==> config.mk <==
export PLATFORM = sky130hd
export DESIGN_NAME = csa_top
export DESIGN_NICKNAME = d
export VERILOG_FILES = /design/src/logic/csa_top.v
export VERILOG_INCLUDE_DIRS = /design/src /design/src/logic
export SDC_FILE = /design/constraint.sdc
export NUM_CORES = 1
export LEC_CHECK = 0
export BUFFER_PORTS_ARGS = -buffer_cell sky130_fd_sc_hd__buf_2
export CELL_PAD_IN_SITES_DETAIL_PLACEMENT = 1
export CELL_PAD_IN_SITES_GLOBAL_PLACEMENT = 1
export CORE_MARGIN = 5
export CORE_UTILIZATION = 39
export CTS_BUF_LIST = sky130_fd_sc_hd__clkbuf_16
export DETAILED_ROUTE_END_ITERATION = 10
export PLACE_DENSITY_LB_ADDON = 0.15
export SKIP_LAST_GASP = 1
export SYNTH_ARGS = -nofsm -noshare
export SYNTH_HDL_FRONTEND = slang
export SYNTH_SLANG_ARGS = --single-unit
export TNS_END_PERCENT = 5
==> constraint.sdc <==
create_clock -name clk -period 4.66 [get_ports clk]
set_input_delay 0.699 -clock clk [delete_from_list [all_inputs] [get_ports clk]]
set_output_delay 0.699 -clock clk [all_outputs]
set_load 0.05 [all_outputs]
==> src/logic/csa_regs.vh <==
// Functional notes
// Six operand addressing modes are supported
// Decoder accepts only its group's modes
// A group allows six modes at most
// Bit 13 sticky on accumulator A saturation
// Bit 11 is OR of overflows
// Priority bits read-only when nesting disabled
// Clear stickies by write or combined bit
// Bits 15/14 overflow, bit 12 B sticky
`ifndef CSA_REGS_VH
`define CSA_REGS_VH
// Register byte offsets
`define CSA_OFF_STATUS 8'h00
`define CSA_OFF_CTRL 8'h04
`define CSA_OFF_IRQ_STAT 8'h08
`define CSA_OFF_IRQ_EN 8'h0C
`define CSA_OFF_IRQ_CLR 8'h10
// Status word fields
`define CSA_B_OVF_A 15
`define CSA_B_OVF_B 14
`define CSA_B_CLIP_A 13
`define CSA_B_CLIP_B 12
`define CSA_B_ANY_OVF 11
`define CSA_B_ANY_CLIP 10
`define CSA_B_LOOP 9
`define CSA_B_HALF_C 8
`define CSA_B_PRIO_HI 7
`define CSA_B_PRIO_LO 5
`define CSA_B_RPT 4
`define CSA_STATUS_RST 16'h0000
// Control and interrupt fields
`define CSA_B_NEST_DIS 0
`define CSA_IRQ_OVF 0
`define CSA_IRQ_CLIP 1
`define CSA_IRQ_BADMODE 2
`define CSA_IRQ_W 3
// Addressing mode codes
`define CSA_MODE_INHERENT 3'h0
`define CSA_MODE_RELATIVE 3'h1
`define CSA_MODE_LITERAL 3'h2
`define CSA_MODE_MEM_DIR 3'h3
`define CSA_MODE_REG_DIR 3'h4
`define CSA_MODE_REG_IND 3'h5
`define CSA_NUM_MODES 6
// Allowed-mode masks per instruction group
`define CSA_GRP0_MASK 6'h01
`define CSA_GRP1_MASK 6'h02
`define CSA_GRP2_MASK 6'h3C
`define CSA_GRP3_MASK 6'h38
`define CSA_GRP4_MASK 6'h30
`define CSA_GRP5_MASK 6'h3F
`define CSA_GRP6_MASK 6'h18
`define CSA_GRP7_MASK 6'h00
// Bus responses
`define CSA_RESP_OKAY 2'h0
`define CSA_RESP_SLVERR 2'h2
`endif

==> src/logic/csa_top.v <==
// Chosen here: the AXI4-Lite slave port and the address map.
`timescale 1ns/1ps
`include "csa_regs.vh"
module csa_top (
    input wire clk, // 200 MHz core clock
    input wire nrst, // Async reset, active low
    // Accumulator events from the datapath
    input wire acc_upd, // Overflow levels valid this cycle
    input wire acc_a_ovf_in, // Accumulator A overflow level
    input wire acc_b_ovf_in, // Accumulator B overflow level
    input wire acc_a_clip, // Accumulator A saturated pulse
    input wire acc_b_clip, // Accumulator B saturated pulse
    // Decoder mode check
    input wire dec_valid, // Check request strobe
    input wire [2:0] dec_group, // Instruction mode group
    input wire [2:0] dec_mode, // Requested addressing mode
    output reg dec_ok_r, // Mode accepted pulse
    output reg dec_bad_r, // Mode refused pulse
    // Status word to the core
    output reg [15:0] cpu_status_word_r, // Current status word
    output reg nesting_disable_ctl_r, // Nesting disable control
    output reg irq_r, // Level interrupt
    // AXI4-Lite slave
    input wire [7:0] s_axi_awaddr, // Write address
    input wire s_axi_awvalid, // Write address valid
    output reg s_axi_awready, // Write address ready
    input wire [31:0] s_axi_wdata, // Write data
    input wire [3:0] s_axi_wstrb, // Write byte strobes
    input wire s_axi_wvalid, // Write data valid
    output reg s_axi_wready, // Write data ready
    output reg [1:0] s_axi_bresp, // Write response
    output reg s_axi_bvalid, // Write response valid
    input wire s_axi_bready, // Write response ready
    input wire [7:0] s_axi_araddr, // Read address
    input wire s_axi_arvalid, // Read address valid
    output reg s_axi_arready, // Read address ready
    output reg [31:0] s_axi_rdata, // Read data
    output reg [1:0] s_axi_rresp, // Read response
    output reg s_axi_rvalid, // Read data valid
    input wire s_axi_rready // Read data ready
);

    // Reset synchroniser stages
    reg rst_meta_r;
    reg rst_n_r;
    // Captured write request
    reg [7:0] awaddr_r; // Held write address
    reg [31:0] wdata_r; // Held write data
    reg [3:0] wstrb_r; // Held strobes
    // Interrupt registers
    reg [`CSA_IRQ_W-1:0] irq_stat_r; // Sticky events
    reg [`CSA_IRQ_W-1:0] irq_en_r; // Event enables
    // Next-state values
    reg [15:0] st_nxt; // Status word next
    reg [15:0] wmask; // Byte lane mask
    reg [15:0] wval; // Merged write value
    reg [`CSA_IRQ_W-1:0] irq_stat_nxt; // Sticky next
    reg [`CSA_IRQ_W-1:0] evt; // Events this cycle
    reg [31:0] rd_nxt; // Read data mux
    reg rd_err; // Unmapped read
    reg wr_err; // Unmapped write
    reg [5:0] grp_mask; // Allowed modes of group
    reg clr_both; // Combined clip bit cleared
    reg mode_ok; // Mode check result
    wire wr_go; // Both halves held, do write
    wire wr_st; // Status word written
    wire wr_ctl; // Control written
    wire wr_en; // Enable written
    wire wr_clr; // Clear written

    // Release reset through two flops
    always @(posedge clk or negedge nrst)
    begin
        if (!nrst)
        begin
            rst_meta_r <= 1'b0;
            rst_n_r <= 1'b0;
        end
        else
        begin
            rst_meta_r <= 1'b1;
            rst_n_r <= rst_meta_r;
        end
    end

    // Write fires once address and data are both taken
    assign wr_go = !s_axi_awready && !s_axi_wready && !s_axi_bvalid;
    assign wr_st = wr_go && (awaddr_r == `CSA_OFF_STATUS);
    assign wr_ctl = wr_go && (awaddr_r == `CSA_OFF_CTRL);
    assign wr_en = wr_go && (awaddr_r == `CSA_OFF_IRQ_EN);
    assign wr_clr = wr_go && (awaddr_r == `CSA_OFF_IRQ_CLR);

    // Address decode for writes
    always @*
    begin
        case (awaddr_r)
            `CSA_OFF_STATUS: wr_err = 1'b0;
            `CSA_OFF_CTRL: wr_err = 1'b0;
            `CSA_OFF_IRQ_STAT: wr_err = 1'b0; // Read-only, write ignored
            `CSA_OFF_IRQ_EN: wr_err = 1'b0;
            `CSA_OFF_IRQ_CLR: wr_err = 1'b0;
            default: wr_err = 1'b1;
        endcase
    end

    // AXI write channels, one write in flight
    always @(posedge clk or negedge rst_n_r)
    begin
        if (!rst_n_r)
        begin
            s_axi_awready <= 1'b1;
            s_axi_wready <= 1'b1;
            s_axi_bvalid <= 1'b0;
            s_axi_bresp <= `CSA_RESP_OKAY;
            awaddr_r <= 8'h00;
            wdata_r <= 32'h00000000;
            wstrb_r <= 4'h0;
        end
        else
        begin
            // Address may arrive before or after data
            if (s_axi_awvalid && s_axi_awready)
            begin
                awaddr_r <= s_axi_awaddr;
                s_axi_awready <= 1'b0;
            end
            if (s_axi_wvalid && s_axi_wready)
            begin
                wdata_r <= s_axi_wdata;
                wstrb_r <= s_axi_wstrb;
                s_axi_wready <= 1'b0;
            end
            // Answer after both halves
            if (wr_go)
            begin
                s_axi_bvalid <= 1'b1;
                s_axi_bresp <= wr_err ? `CSA_RESP_SLVERR : `CSA_RESP_OKAY;
            end
            // Reopen only once the response is taken
            if (s_axi_bvalid && s_axi_bready)
            begin
                s_axi_bvalid <= 1'b0;
                s_axi_awready <= 1'b1;
                s_axi_wready <= 1'b1;
            end
        end
    end

    // Read mux, unmapped answers slave error
    always @*
    begin
        rd_nxt = 32'h00000000;
        rd_err = 1'b0;
        case (s_axi_araddr)
            `CSA_OFF_STATUS: rd_nxt[15:0] = cpu_status_word_r;
            `CSA_OFF_CTRL: rd_nxt[`CSA_B_NEST_DIS] = nesting_disable_ctl_r;
            `CSA_OFF_IRQ_STAT: rd_nxt[`CSA_IRQ_W-1:0] = irq_stat_r;
            `CSA_OFF_IRQ_EN: rd_nxt[`CSA_IRQ_W-1:0] = irq_en_r;
            `CSA_OFF_IRQ_CLR: rd_nxt = 32'h00000000; // Write-only
            default: rd_err = 1'b1;
        endcase
    end

    // AXI read channel, answer one cycle after address
    always @(posedge clk or negedge rst_n_r)
    begin
        if (!rst_n_r)
        begin
            s_axi_arready <= 1'b1;
            s_axi_rvalid <= 1'b0;
            s_axi_rdata <= 32'h00000000;
            s_axi_rresp <= `CSA_RESP_OKAY;
        end
        else if (s_axi_arvalid && s_axi_arready)
        begin
            s_axi_arready <= 1'b0;
            s_axi_rvalid <= 1'b1;
            s_axi_rdata <= rd_nxt;
            s_axi_rresp <= rd_err ? `CSA_RESP_SLVERR : `CSA_RESP_OKAY;
        end
        else if (s_axi_rvalid && s_axi_rready)
        begin
            s_axi_rvalid <= 1'b0;
            s_axi_arready <= 1'b1;
        end
    end

    // Status word next state
    always @*
    begin
        // Only the two low byte lanes carry the word
        wmask = {{8{wstrb_r[1]}}, {8{wstrb_r[0]}}};
        wval = (wdata_r[15:0] & wmask) | (cpu_status_word_r & ~wmask);
        st_nxt = cpu_status_word_r;
        // combined clip cleared
        clr_both = wr_st && wmask[`CSA_B_ANY_CLIP] && !wdata_r[`CSA_B_ANY_CLIP];
        // overflow flags per accumulator
        if (acc_upd)
        begin
            // Datapath owns the overflow levels
            st_nxt[`CSA_B_OVF_A] = acc_a_ovf_in;
            st_nxt[`CSA_B_OVF_B] = acc_b_ovf_in;
        end
        else if (wr_st)
        begin
            st_nxt[`CSA_B_OVF_A] = wval[`CSA_B_OVF_A];
            st_nxt[`CSA_B_OVF_B] = wval[`CSA_B_OVF_B];
        end
        // direct write to stickies
        if (wr_st)
        begin
            st_nxt[`CSA_B_CLIP_A] = wval[`CSA_B_CLIP_A] && !clr_both;
            st_nxt[`CSA_B_CLIP_B] = wval[`CSA_B_CLIP_B] && !clr_both;
            st_nxt[`CSA_B_HALF_C] = wval[`CSA_B_HALF_C];
            st_nxt[3:0] = wval[3:0];
        end
        // sticky A, set beats clear
        if (acc_a_clip)
            st_nxt[`CSA_B_CLIP_A] = 1'b1;
        // sticky B, set beats clear
        if (acc_b_clip)
            st_nxt[`CSA_B_CLIP_B] = 1'b1;
        // priority bits locked
        if (wr_st && !nesting_disable_ctl_r)
            st_nxt[`CSA_B_PRIO_HI:`CSA_B_PRIO_LO] = wval[`CSA_B_PRIO_HI:`CSA_B_PRIO_LO];
        // combined overflow OR
        st_nxt[`CSA_B_ANY_OVF] = st_nxt[`CSA_B_OVF_A] | st_nxt[`CSA_B_OVF_B];
        // Combined clip mirrors the two stickies
        st_nxt[`CSA_B_ANY_CLIP] = st_nxt[`CSA_B_CLIP_A] | st_nxt[`CSA_B_CLIP_B];
        // Loop and repeat bits belong to other logic
        st_nxt[`CSA_B_LOOP] = 1'b0;
        st_nxt[`CSA_B_RPT] = 1'b0;
    end

    // Status word and control register
    always @(posedge clk or negedge rst_n_r)
    begin
        if (!rst_n_r)
        begin
            cpu_status_word_r <= `CSA_STATUS_RST;
            nesting_disable_ctl_r <= 1'b0;
        end
        else
        begin
            cpu_status_word_r <= st_nxt;
            if (wr_ctl && wstrb_r[0])
                nesting_disable_ctl_r <= wdata_r[`CSA_B_NEST_DIS];
        end
    end

    // Mode group table lookup
    always @*
    begin
        // six-bit mask, six modes
        case (dec_group)
            3'h0: grp_mask = `CSA_GRP0_MASK;
            3'h1: grp_mask = `CSA_GRP1_MASK;
            3'h2: grp_mask = `CSA_GRP2_MASK;
            3'h3: grp_mask = `CSA_GRP3_MASK;
            3'h4: grp_mask = `CSA_GRP4_MASK;
            3'h5: grp_mask = `CSA_GRP5_MASK;
            3'h6: grp_mask = `CSA_GRP6_MASK;
            default: grp_mask = `CSA_GRP7_MASK;
        endcase
        // only six mode codes
        if (dec_mode < `CSA_NUM_MODES)
            mode_ok = grp_mask[dec_mode];
        else
            mode_ok = 1'b0;
    end

    // accept only group modes
    always @(posedge clk or negedge rst_n_r)
    begin
        if (!rst_n_r)
        begin
            dec_ok_r <= 1'b0;
            dec_bad_r <= 1'b0;
        end
        else
        begin
            dec_ok_r <= dec_valid && mode_ok;
            dec_bad_r <= dec_valid && !mode_ok;
        end
    end

    // Interrupt events and sticky status
    always @*
    begin
        evt = {`CSA_IRQ_W{1'b0}};
        // Rising edge of the combined overflow bit
        evt[`CSA_IRQ_OVF] = st_nxt[`CSA_B_ANY_OVF] && !cpu_status_word_r[`CSA_B_ANY_OVF];
        evt[`CSA_IRQ_CLIP] = acc_a_clip || acc_b_clip;
        evt[`CSA_IRQ_BADMODE] = dec_valid && !mode_ok;
        irq_stat_nxt = irq_stat_r;
        if (wr_clr && wstrb_r[0])
            irq_stat_nxt = irq_stat_r & ~wdata_r[`CSA_IRQ_W-1:0];
        // New event wins over a clear in the same cycle
        irq_stat_nxt = irq_stat_nxt | evt;
    end

    // Interrupt registers and output
    always @(posedge clk or negedge rst_n_r)
    begin
        if (!rst_n_r)
        begin
            irq_stat_r <= {`CSA_IRQ_W{1'b0}};
            irq_en_r <= {`CSA_IRQ_W{1'b0}};
            irq_r <= 1'b0;
        end
        else
        begin
            irq_stat_r <= irq_stat_nxt;
            if (wr_en && wstrb_r[0])
                irq_en_r <= wdata_r[`CSA_IRQ_W-1:0];
            // Registered from next values so the pin changes in the same cycle as the sticky status
            irq_r <= |(irq_stat_nxt & (wr_en && wstrb_r[0] ?
                wdata_r[`CSA_IRQ_W-1:0] : irq_en_r));
        end
    end

endmodule

# [Yosys cells after proc, flatten, opt, wreduce, memory -nomap -nowiden]
# Cells that the tools add are included.
[classes] addsub=0 shifts=0 magnitude_cmp=2 reduce_logical=41 mux=26 n_eq_ne=14 n_bitwise=10 mul=0 div_mod_pow=0
[op_table] op="6-bit case mux with 7 select lines" count=1
[op_table] op="16-bit AND" count=2
[op_table] op="8-bit by 4-bit equality test with 1-bit output (second input constant)" count=4
[op_table] op="1-bit logical AND" count=22
[op_table] op="8-bit by 3-bit equality test with 1-bit output (second input constant)" count=2
[op_table] op="8-bit by 5-bit equality test with 1-bit output (second input constant)" count=2
[op_table] op="8-bit logical NOT" count=2
[op_table] op="16-bit NOT" count=1
[op_table] op="16-bit OR" count=1
[op_table] op="1-bit 2-to-1 mux" count=14
[op_table] op="13-bit 2-to-1 mux" count=1
[op_table] op="2-bit 2-to-1 mux" count=5
[op_table] op="5-bit OR reduction" count=2
[op_table] op="3-bit equality test (second input constant)" count=3
[op_table] op="1-bit logical NOT" count=8
[op_table] op="2-bit nonzero test" count=4
[op_table] op="3-bit AND" count=2
[op_table] op="3-bit by 2-bit equality test with 1-bit output (second input constant)" count=2
[op_table] op="3-bit 2-to-1 mux" count=2
[op_table] op="2-bit case mux with 3 select lines" count=1
[op_table] op="3-bit by 4-bit < comparator with 1-bit output (second input constant)" count=1
[op_table] op="1-bit case mux with 4 select lines" count=1
[op_table] op="1-bit binary-select mux with 3-bit select" count=1
[op_table] op="3-bit by 1-bit equality test with 1-bit output (second input constant)" count=1
[op_table] op="7 further kinds" count=8
[totals] rom_bits=0 latch_bits=0 in_bits=71 word_cells=115 output_inout_bits=61 ram_bits=0 mem_count=0 register_bits=77

# [Depth between registers and ports, before layout]
# Gate-level depths: netlist of run 1.
[depth] ltp_word=11 depth_mapped=6 mapped_depth_nobuf=6

# [Worst setup path before layout of run 1]
# No wires, ideal clock.
[synth_path] path_type="register to register" startpoint="register s_axi_bvalid" endpoint="register with a tool-made name" stages_incl_launch_ff=5 path_buffers=0 t_arrival_ps=1907 setup_time_ps=125 slack_ps=2628 synth_period_minus_slack_ps=2032 required_ps=4535 cell_sequence="dfrtp_1 > nor4b_1 > nand3_1 > nor2_1 > mux2_2"
[synth_rtl] element="start: declaration" line_no="csa_top.v:32" text="output reg s_axi_bvalid,"
[synth_rtl] element="start signal: assignment" line_no="csa_top.v:113" text="s_axi_bvalid <= 1'b0;"
[synth_rtl] element="start signal: assignment" line_no="csa_top.v:136" text="s_axi_bvalid <= 1'b1;"
[synth_rtl] element="start signal: assignment" line_no="csa_top.v:142" text="s_axi_bvalid <= 1'b0;"

==> results of run 1 <==
where the power goes:
group | leakage, nW | total [mW] | internal [mW] | switching, mW
combinational | 0.921 | 0.535 | 0.196 | 0.339
sequential | 0.862 | 0.902 | 0.767 | 0.136
clock | 0.164 | 0.783 | 0.524 | 0.258
synthesized netlist by cell type, types with 2 or more instances:
master    instances
mux2_2           33
nor2b_1           2
nor4b_1           2
mux2i_1           5
inv_1            12
nor2_1            7
nand2_1          24
a22o_1           11
buf_4            22
nand3_1           5
conb_1            2
dfrtp_1          67
nor3_1            2
clkbuf_1          5
a211o_1           4
o21ai_0          12
nor4_4            2
dfstp_2           3
per-layer routing:
| metal | vias to the layer above | wire (um) |
|---|---|---|
| met3 | 6 | 524 |
| li1 | 1012 | - |
| met5 | - | 0 |
| met1 | 1070 | 3200 |
| met4 | 0 | 58 |
| met2 | 75 | 3250 |
cell families after synthesis:
family	count (synthesis)	share of synthesized area, %
AND/OR/NAND/NOR	56	11.3
multiplexers	39	14.4
AO/OA/AOI/OAI	38	9.19
other	2	0.244
adder cells (fa/ha/maj)	1	0.325
flip-flops	70	57.1
buffers and inverters	39	7.44
area by class of cell:
type / count / area share [%]
Multi-Input combinational cell: 157 / 30.2
Clock buffer: 9 / 5.78
Inverter: 12 / 1.16
Sequential cell: 70 / 45.1
Timing Repair Buffer: 89 / 11.5
Tap cell: 102 / 3.27
Clock inverter: 7 / 3.05
final timing paths:
check,from,end,slack (ns)
worst max-delay path,s_axi_bvalid$_DFFE_PN0P_,flop,2.30
worst min-delay path,nrst,rst_meta_r$_DFF_PN0_,0.15
worst max register to register,s_axi_bvalid$_DFFE_PN0P_,flop,2.30
worst min register to register,rst_meta_r$_DFF_PN0_,rst_n_r$_DFF_PN0_,0.36
max in group asynchronous,rst_n_r$_DFF_PN0_,s_axi_rresp[1]$_DFFE_PN0P_,3.62
min in group clk,rst_meta_r$_DFF_PN0_,rst_n_r$_DFF_PN0_,0.36
critical path, cell delays in order (launching register included):
cell,delay (ns)
dfrtp_1,0.43
nor4b_1,0.63
nand3_1,0.42
nor2_1,0.38
mux2_2,0.38
==> results.cfg, run 1 <==
[timing]
timing.final.hold_violations = 0
final_critical_path_required_period_ns = 2.36
timing.clock.skew_ns = 0.00687
achievable-frequency_mhz = 424
hold_ws_ns = 0.147
timing.final.setup_violations = 0
min_period_over_period_pct = 50.6
rsz0062_at_grt = no
final_critical_path_setup_slack_ns = 2.30
worst_slew_pin_slew_ns = 1.05
finalMaxSlewViolations = 0
worst_slew_margin_rel_pct = 30.0
timing.setup.tns_ns = 0

[global_route]
grt_util_all_layers_pct = 15.1
grt_most_used_layer = met2
grt.met2_usage_pct = 22.9
number_of_antenna_violations_at_the_first_check_in_global_routing = 0
overflow = 0
first_global_vias = 2302
grt_start_max_net_pins = 69
grt_met1_usage_pct = 20.2
grt_use_met3_pct = 5.45
global_route_wire_length_before_repair_um = 11700

[logic_synthesis]
yosys-top-cells-area = dfrtp_1, mux2_2, buf_4
synth_cell_area_mm2 = 0.00308
synth-edff-count = 0
synth.ff_latch_count = 70
async_flop_share_pct = 100
post_synth_num_cell_types = 43
largest_area_contributor_in_the_netlist = dfrtp_1
synth_top_area_share_pct = 54.5
synthesis.instances = 245
synth-warning-count = 0
synth_top_flop_cell = dfrtp_1
seq_area_frac_synth_pct = 57.1
syn-mean-instance-area_um2 = 12.6

[final_layout]
multi_input_logic_area_mm2 = 0.00118
layout.core_utilization_pct = 50.7
final_layout_size_suffix_gt1_share_pct = 43.9
final_cell_area_mm2 = 0.00390
flow.area_growth_from_synthesis_pct = 26.7
final_cells = 446
diodes = 0
final-seq-area_mm2 = 0.00176
layout_common_cells = buf_2, dfrtp_1, mux2_2
filler_cell_count = 875
layout.cells.most_common = buf_2
design.final.nets = 410

[outcome]
status = finished, final reports clean

[power_and_ir_drop]
finalPower_mw = 2.22
ir_worst_vdd_uv = 263
power_density_of_the_placed_cells_mw_per_mm2 = 569
p_leak_nw = 1.95

[placement]
routabilityCongestion = 0.740
placement.setup.worst_slack_ns = 2.12
dp.final_hpwl_um = 5270
placedInstanceArea_mm2 = 0.00355
port_buffers = 88
placed_cells = 430

[clock_network]
clock_sink_count = 70
cts_tree = yes
cts.repair_timing.setup_buffer_count = 0
clock_insertion_delay_worst_skew_ns = 0.33
ctsLongestPathBuffers = 2
clk_pin_slew_worst_setup_hold_paths_ns = 0.06
postCtsHoldBufs = 0
clock-root-buffer = clkbuf_16
clock_tree.htree_level_count = 3
post_cts_resized = 0
cts-buffers-inserted = 9

[detailed_routing]
drtIter0Drc = 55
route.detailed.vias_per_inst = 4.85
drt.antenna.violating_nets = 0
dr.pass1.iters = 4
drcViolationCount = 0
post_dr_wirelength_cell_um = 15.8
num_vias = 2163
drt-total-wl_um = 7040

[critical_path]
crit_path_max_fanout = 5
arrival_ns = 2.57
criticalPathCategory = flop to flop
timing.critical_path.required_ns = 4.87
crit_end_category = flop
worst_case_reg_to_reg_path_depth = 4
start_kind = flop

[min_path]
min-delay-path-class = primary input to async pin

[floorplan]
io_pins = 132
chipHeight_um = 98.8
placeableCoreArea_mm2 = 0.00769
start_util_pct = 40.0
dieArea_mm2 = 0.00977
std_cell_rows = 32
die_x_um = 98.8

[job]
cap_violations = 0
Note: power is estimated with default switching activity, not from simulation.
==> run 2, diff against run 1 <==
--- a/config.mk
+++ b/config.mk
@@ -10,7 +10,7 @@
 export CELL_PAD_IN_SITES_DETAIL_PLACEMENT = 1
 export CELL_PAD_IN_SITES_GLOBAL_PLACEMENT = 1
 export CORE_MARGIN = 5
-export CORE_UTILIZATION = 39
+export CORE_UTILIZATION = 36
 export CTS_BUF_LIST = sky130_fd_sc_hd__clkbuf_16
 export DETAILED_ROUTE_END_ITERATION = 10
 export PLACE_DENSITY_LB_ADDON = 0.15
==> constraint.sdc (replaced) <==
create_clock -name clk -period 2.3 [get_ports clk]
set_input_delay 0.345 -clock clk [delete_from_list [all_inputs] [get_ports clk]]
set_output_delay 0.345 -clock clk [all_outputs]
set_load 0.05 [all_outputs]
==> run 2 against run 1 <==
- clock power grew 100%
- sequential power grew 100%
- fmax grew 16%
- clock skew shrank 0.0026 ns
- via count grew 1.3%
- highest routed layer unchanged
- non-clock buffer count grew 7
- critical path type unchanged
- register-to-register slack lost 2.0 ns
- critical path depth grew 2
==> results.cfg, run 2 (synthesis gave the netlist of run 1 again) <==
[power_and_ir_drop]
power.share.switching_pct = 33.3
power_frac_seq_pct = 40.5
internal_power_mw = 3.03
ir_worst_vdd_uv = 654
combinational_fraction_of_design_power_pct = 24.3
netSwitchingPower_mw = 1.51
p_leak_nw = 1.98
clockPowerShare_pct = 35.2
power_density_of_the_placed_cells_mw_per_mm2 = 1150

[placement]
dp.final_hpwl_um = 5680
placed_cells = 439
port_buffers = 88
routabilityCongestion = 0.735
placement.setup.worst_slack_ns = 0.236
placedInstanceArea_mm2 = 0.00360

[floorplan]
chipHeight_um = 102
std_cell_rows = 33
start_util_pct = 37.3
die_x_um = 102
io_pins = 132
dieArea_mm2 = 0.0105
placeableCoreArea_mm2 = 0.00826

[timing]
worst_slew_margin_rel_pct = 56.0
timing.final.setup_violations = 0
final_critical_path_setup_slack_ns = 0.262
finalMaxSlewViolations = 0
min_period_over_period_pct = 88.6
achievable-frequency_mhz = 491
timing.final.hold_violations = 0
final_critical_path_required_period_ns = 2.04
worst_slew_pin_slew_ns = 0.659
timing.clock.skew_ns = 0.00429
timing.setup.tns_ns = 0
rsz0062_at_grt = no
hold_ws_ns = 0.172

[global_route]
first_global_vias = 2337
number_of_antenna_violations_at_the_first_check_in_global_routing = 0
grt_start_max_net_pins = 28
overflow = 0
global_route_wire_length_before_repair_um = 11700
grt_util_all_layers_pct = 14.7

[critical_path]
critical_path.slowest_cell = dfrtp_1
worst_case_reg_to_reg_path_depth = 6
timing.critical_path.required_ns = 2.49
criticalPathCategory = flop to flop
crit_path_max_fanout = 4
reg2reg_from = awaddr_r[4]$_DFFE_PN0P_
critical_path_cell_count = 6
crit_end_category = flop
regToRegSetupSlack_ns = 0.26
start_kind = flop
path_cells = nor4_4 > nor3b_2 > nand4_1 > mux2_2 > nand2_1 > o221ai_1
critPathBufInv = 0
crit_path_largest_cell_delay_ns = 0.43
arrival_ns = 2.23
cpLargestDelayFamily = simple AND/OR/NAND/NOR gates
worst_reg2reg_endpoint = irq_r$_DFF_PN0_

[clock_network]
cts_tree = yes
cts-buffers-inserted = 9
clock_sink_count = 70
cts.repair_timing.setup_buffer_count = 0
clock_insertion_delay_worst_skew_ns = 0.33
ctsLongestPathBuffers = 2
clock_tree.htree_level_count = 3
clock-root-buffer = clkbuf_16
clk_pin_slew_worst_setup_hold_paths_ns = 0.06

[detailed_routing]
num_vias = 2191
dr.pass1.iters = 4
route.detailed.vias_per_inst = 4.80
drt.antenna.violating_nets = 0
drtIter0Drc = 39
drcViolationCount = 0
drt-total-wl_um = 7350
post_dr_wirelength_cell_um = 16.1

[final_layout]
final_cell_area_mm2 = 0.00396
layout.cells.most_common = buf_2
diodes = 0
flow.area_growth_from_synthesis_pct = 28.8
design.final.nets = 417
final_cells = 456
multi_input_logic_area_mm2 = 0.00118
final-seq-area_mm2 = 0.00176
layout_common_cells = buf_2, dfrtp_1, mux2_2
final_layout_size_suffix_gt1_share_pct = 45.0
filler_cell_count = 922

[min_path]
min-delay-path-class = primary input to flop
holdPathEnd = s_axi_wready$_DFFE_PN1P_
hold_path_depth = 2
startpoint_of_the_lowest_slack_hold_path = s_axi_wvalid

[job]
cap_violations = 0

[outcome]
status = finished, final reports clean
==> run 2: changes by cell type in the layout (fill, tap and decap cells not counted) <==
cell	delta
buf_4	+6
clkinv_1	-1
clkinv_4	+2
clkinvlp_4	+1
dlygate4sd3_1	+1
inv_6	-2
==> run 2: routing by layer <==
layer | part of all wire, % | global-route usage [%]
met1 | 44 | 18.8
met2 | 47 | 23.0
met3 | 7.5 | 4.16
met4 | 1.4 | 6.66
met5 | 0 | 0
==> run 2: area by class of cell <==
cell class	count	area share, %
clock inverter	7	3.10
timing repair buffer	96	12.7
clock buffer	9	5.69
multi-input combinational	157	29.7
sequential	70	44.3
inverter	12	1.14
tap	105	3.32
==> run 2: repair_timing <==
item,4_1_cts,5_1_grt
endpoints found under the setup margin,0,0
hold buffers,1,0
resized for setup,0,0
hold endpoints to repair,2,0
==> run 2: worst max-delay path by stage <==
| stage | startpoint | to |
|---|---|---|
| after floorplan | rst_n_r$_DFF_PN0_ | async pin |
| after global placement | awaddr_r[5]$_DFFE_PN0P_ | irq_r$_DFF_PN0_ |
| after detailed placement | awaddr_r[5]$_DFFE_PN0P_ | irq_r$_DFF_PN0_ |
| after CTS | awaddr_r[5]$_DFFE_PN0P_ | irq_r$_DFF_PN0_ |
| after global routing | awaddr_r[5]$_DFFE_PN0P_ | irq_r$_DFF_PN0_ |
| final | awaddr_r[4]$_DFFE_PN0P_ | irq_r$_DFF_PN0_ |
==> run 2: power by group through the flow <==
| stage | sequential (mW) | clock, mW | combinational (mW) |
|---|---|---|---|
| after floorplan | 2.12 | 0 | 0.557 |
| after global placement | 1.85 | 0 | 1.08 |
| after detailed placement | 1.87 | 0 | 1.11 |
| after CTS | 1.85 | 1.64 | 1.12 |
| after global routing | 1.90 | 1.68 | 1.18 |
| final | 1.84 | 1.60 | 1.10 |
==> run 2: per-stage QoR <==
stage	util [%]	power, mW
after floorplan	-	2.67
after global placement	43.6	2.93
after detailed placement	43.6	2.98
after CTS	48.0	4.61
after global routing	48.0	4.76
final	48.0	4.54
==> run 3, diff against run 2 <==
--- a/config.mk
+++ b/config.mk
@@ -14,6 +14,7 @@
 export CTS_BUF_LIST = sky130_fd_sc_hd__clkbuf_16
 export DETAILED_ROUTE_END_ITERATION = 10
 export PLACE_DENSITY_LB_ADDON = 0.15
+export REMOVE_ABC_BUFFERS = 1
 export SKIP_LAST_GASP = 1
 export SYNTH_ARGS = -nofsm -noshare
 export SYNTH_HDL_FRONTEND = slang
==> run 3 against run 2 <==
- core utilization shrank 0.83 points
- register-to-register slack is essentially flat
- global-route usage shrank 0.26 points
- clock power shrank 23%
- critical path type unchanged
- critical endpoint unchanged
- highest routed layer unchanged
==> results.cfg, run 3 (synthesis gave the netlist of run 1 again) <==
[outcome]
status = finished, final reports clean

[critical_path]
regToRegSetupSlack_ns = 0.28
crit_path_max_fanout = 7
criticalPathCategory = flop to flop
arrival_ns = 2.21
cp-startpoint = awaddr_r[5]$_DFFE_PN0P_
reg2reg_from = awaddr_r[5]$_DFFE_PN0P_
crit_end_category = flop
timing.critical_path.required_ns = 2.49
start_kind = flop

[placement]
port_buffers = 88
routabilityCongestion = 0.729
dp.final_hpwl_um = 5450
placement.setup.worst_slack_ns = 0.278
placedInstanceArea_mm2 = 0.00362
placed_cells = 439

[floorplan]
io_pins = 132
placeableCoreArea_mm2 = 0.00826
std_cell_rows = 33
dieArea_mm2 = 0.0105
die_x_um = 102
start_util_pct = 37.3
chipHeight_um = 102

[timing]
worst_slew_margin_rel_pct = 52.1
rsz0062_at_grt = no
finalMaxSlewViolations = 0
worst_slew_pin_slew_ns = 0.717
timing.clock.skew_ns = 0.00534
timing.final.hold_violations = 0
min_period_over_period_pct = 88.0
final_critical_path_required_period_ns = 2.02
final_critical_path_setup_slack_ns = 0.276
timing.final.setup_violations = 0
achievable-frequency_mhz = 494

[detailed_routing]
drtIter0Drc = 58
drt.antenna.violating_nets = 0
dr.pass1.iters = 4
num_vias = 2210
route.detailed.vias_per_inst = 4.85
post_dr_wirelength_cell_um = 15.8
drcViolationCount = 0
drt-total-wl_um = 7190

[global_route]
number_of_antenna_violations_at_the_first_check_in_global_routing = 0
global_route_wire_length_before_repair_um = 11600
first_global_vias = 2321
grt_start_max_net_pins = 48
overflow = 0
grt_util_all_layers_pct = 14.4

[clock_network]
ctsLongestPathBuffers = 2
clock_sink_count = 70
clock_tree.htree_level_count = 3
clock-root-buffer = clkbuf_16
post_cts_resized = 0
cts-buffers-inserted = 9
clk_pin_slew_worst_setup_hold_paths_ns = 0.05
cts_tree = yes
clock_insertion_delay_worst_skew_ns = 0.32

[job]
cap_violations = 0

[final_layout]
final_cells = 456
final_cell_area_mm2 = 0.00389
design.final.nets = 417
final_layout_size_suffix_gt1_share_pct = 44.4
diodes = 0
flow.area_growth_from_synthesis_pct = 26.5
layout.core_utilization_pct = 47.1
layout_common_cells = buf_2, dfrtp_1, mux2_2
layout.cells.most_common = buf_2

[power_and_ir_drop]
clockPowerShare_pct = 29.5
ir_worst_vdd_uv = 553
internal_power_mw = 2.69
power_frac_seq_pct = 43.9
power.share.switching_pct = 35.5
combinational_fraction_of_design_power_pct = 26.7
power_density_of_the_placed_cells_mw_per_mm2 = 1070
p_leak_nw = 1.95
netSwitchingPower_mw = 1.48

[min_path]
startpoint_of_the_lowest_slack_hold_path = s_axi_wvalid
min-delay-path-class = primary input to flop
==> run 3: worst max-delay path, cell delays in order (launching register included) <==
cell	delay [ns]
dfrtp_1	0.42
nor4_4	0.43
nand3_4	0.18
a221o_1	0.38
nand3b_4	0.17
a21boi_2	0.18
o221ai_1	0.12
==> run 3: area by class of cell <==
cell class | count | area [um^2]
timing repair buffer | 96 | 515
clock inverter | 7 | 41.3
tap | 105 | 131
clock buffer | 9 | 225
fill | 930 | 4370
multi-input combinational | 157 | 1180
inverter | 12 | 45.0
sequential | 70 | 1760
==> run 3: path summary, 6_finish.rpt <==
kind / end / cells past startpoint
max: irq_r$_DFF_PN0_ / 6
min: s_axi_wready$_DFFE_PN1P_ / 2
max reg2reg: irq_r$_DFF_PN0_ / 6
min reg2reg: wdata_r[12]$_DFFE_PN0P_ / 0
max in group asynchronous: s_axi_arready$_DFFE_PN1P_ / 1
min in group asynchronous: wdata_r[12]$_DFFE_PN0P_ / 0
==> run 3: stage by stage <==
step	hold slack, ns	setup TNS [ns]	power, mW
finish	0.180	0	4.17
global placement	0.131	0	2.93
floorplan	0.0494	-1.36	2.64
global route	0.178	0	4.41
detailed placement	0.134	0	2.98
CTS	0.166	0	4.23
==> run 3: per-layer routing <==
metal | track usage, % | wire (um)
met1 | 18.9 | 3100
met2 | 22.9 | 3460
met3 | 4.16 | 540
met4 | 4.84 | 82
met5 | 0 | 0
==> run 3: timing repair <==
action / CTS / global route
endpoints found under the hold margin: 2 / 0
hold buffers: 1 / 0
buffers inserted: 0 / 0
==> run 3: power groups by stage <==
| stage | Combinational (mW) | Sequential (mW) | Clock, mW |
|---|---|---|---|
| floorplan | 0.523 | 2.12 | 0 |
| global placement | 1.10 | 1.84 | 0 |
| detailed placement | 1.12 | 1.86 | 0 |
| CTS | 1.13 | 1.84 | 1.26 |
| global route | 1.20 | 1.88 | 1.32 |
| finish | 1.11 | 1.83 | 1.23 |
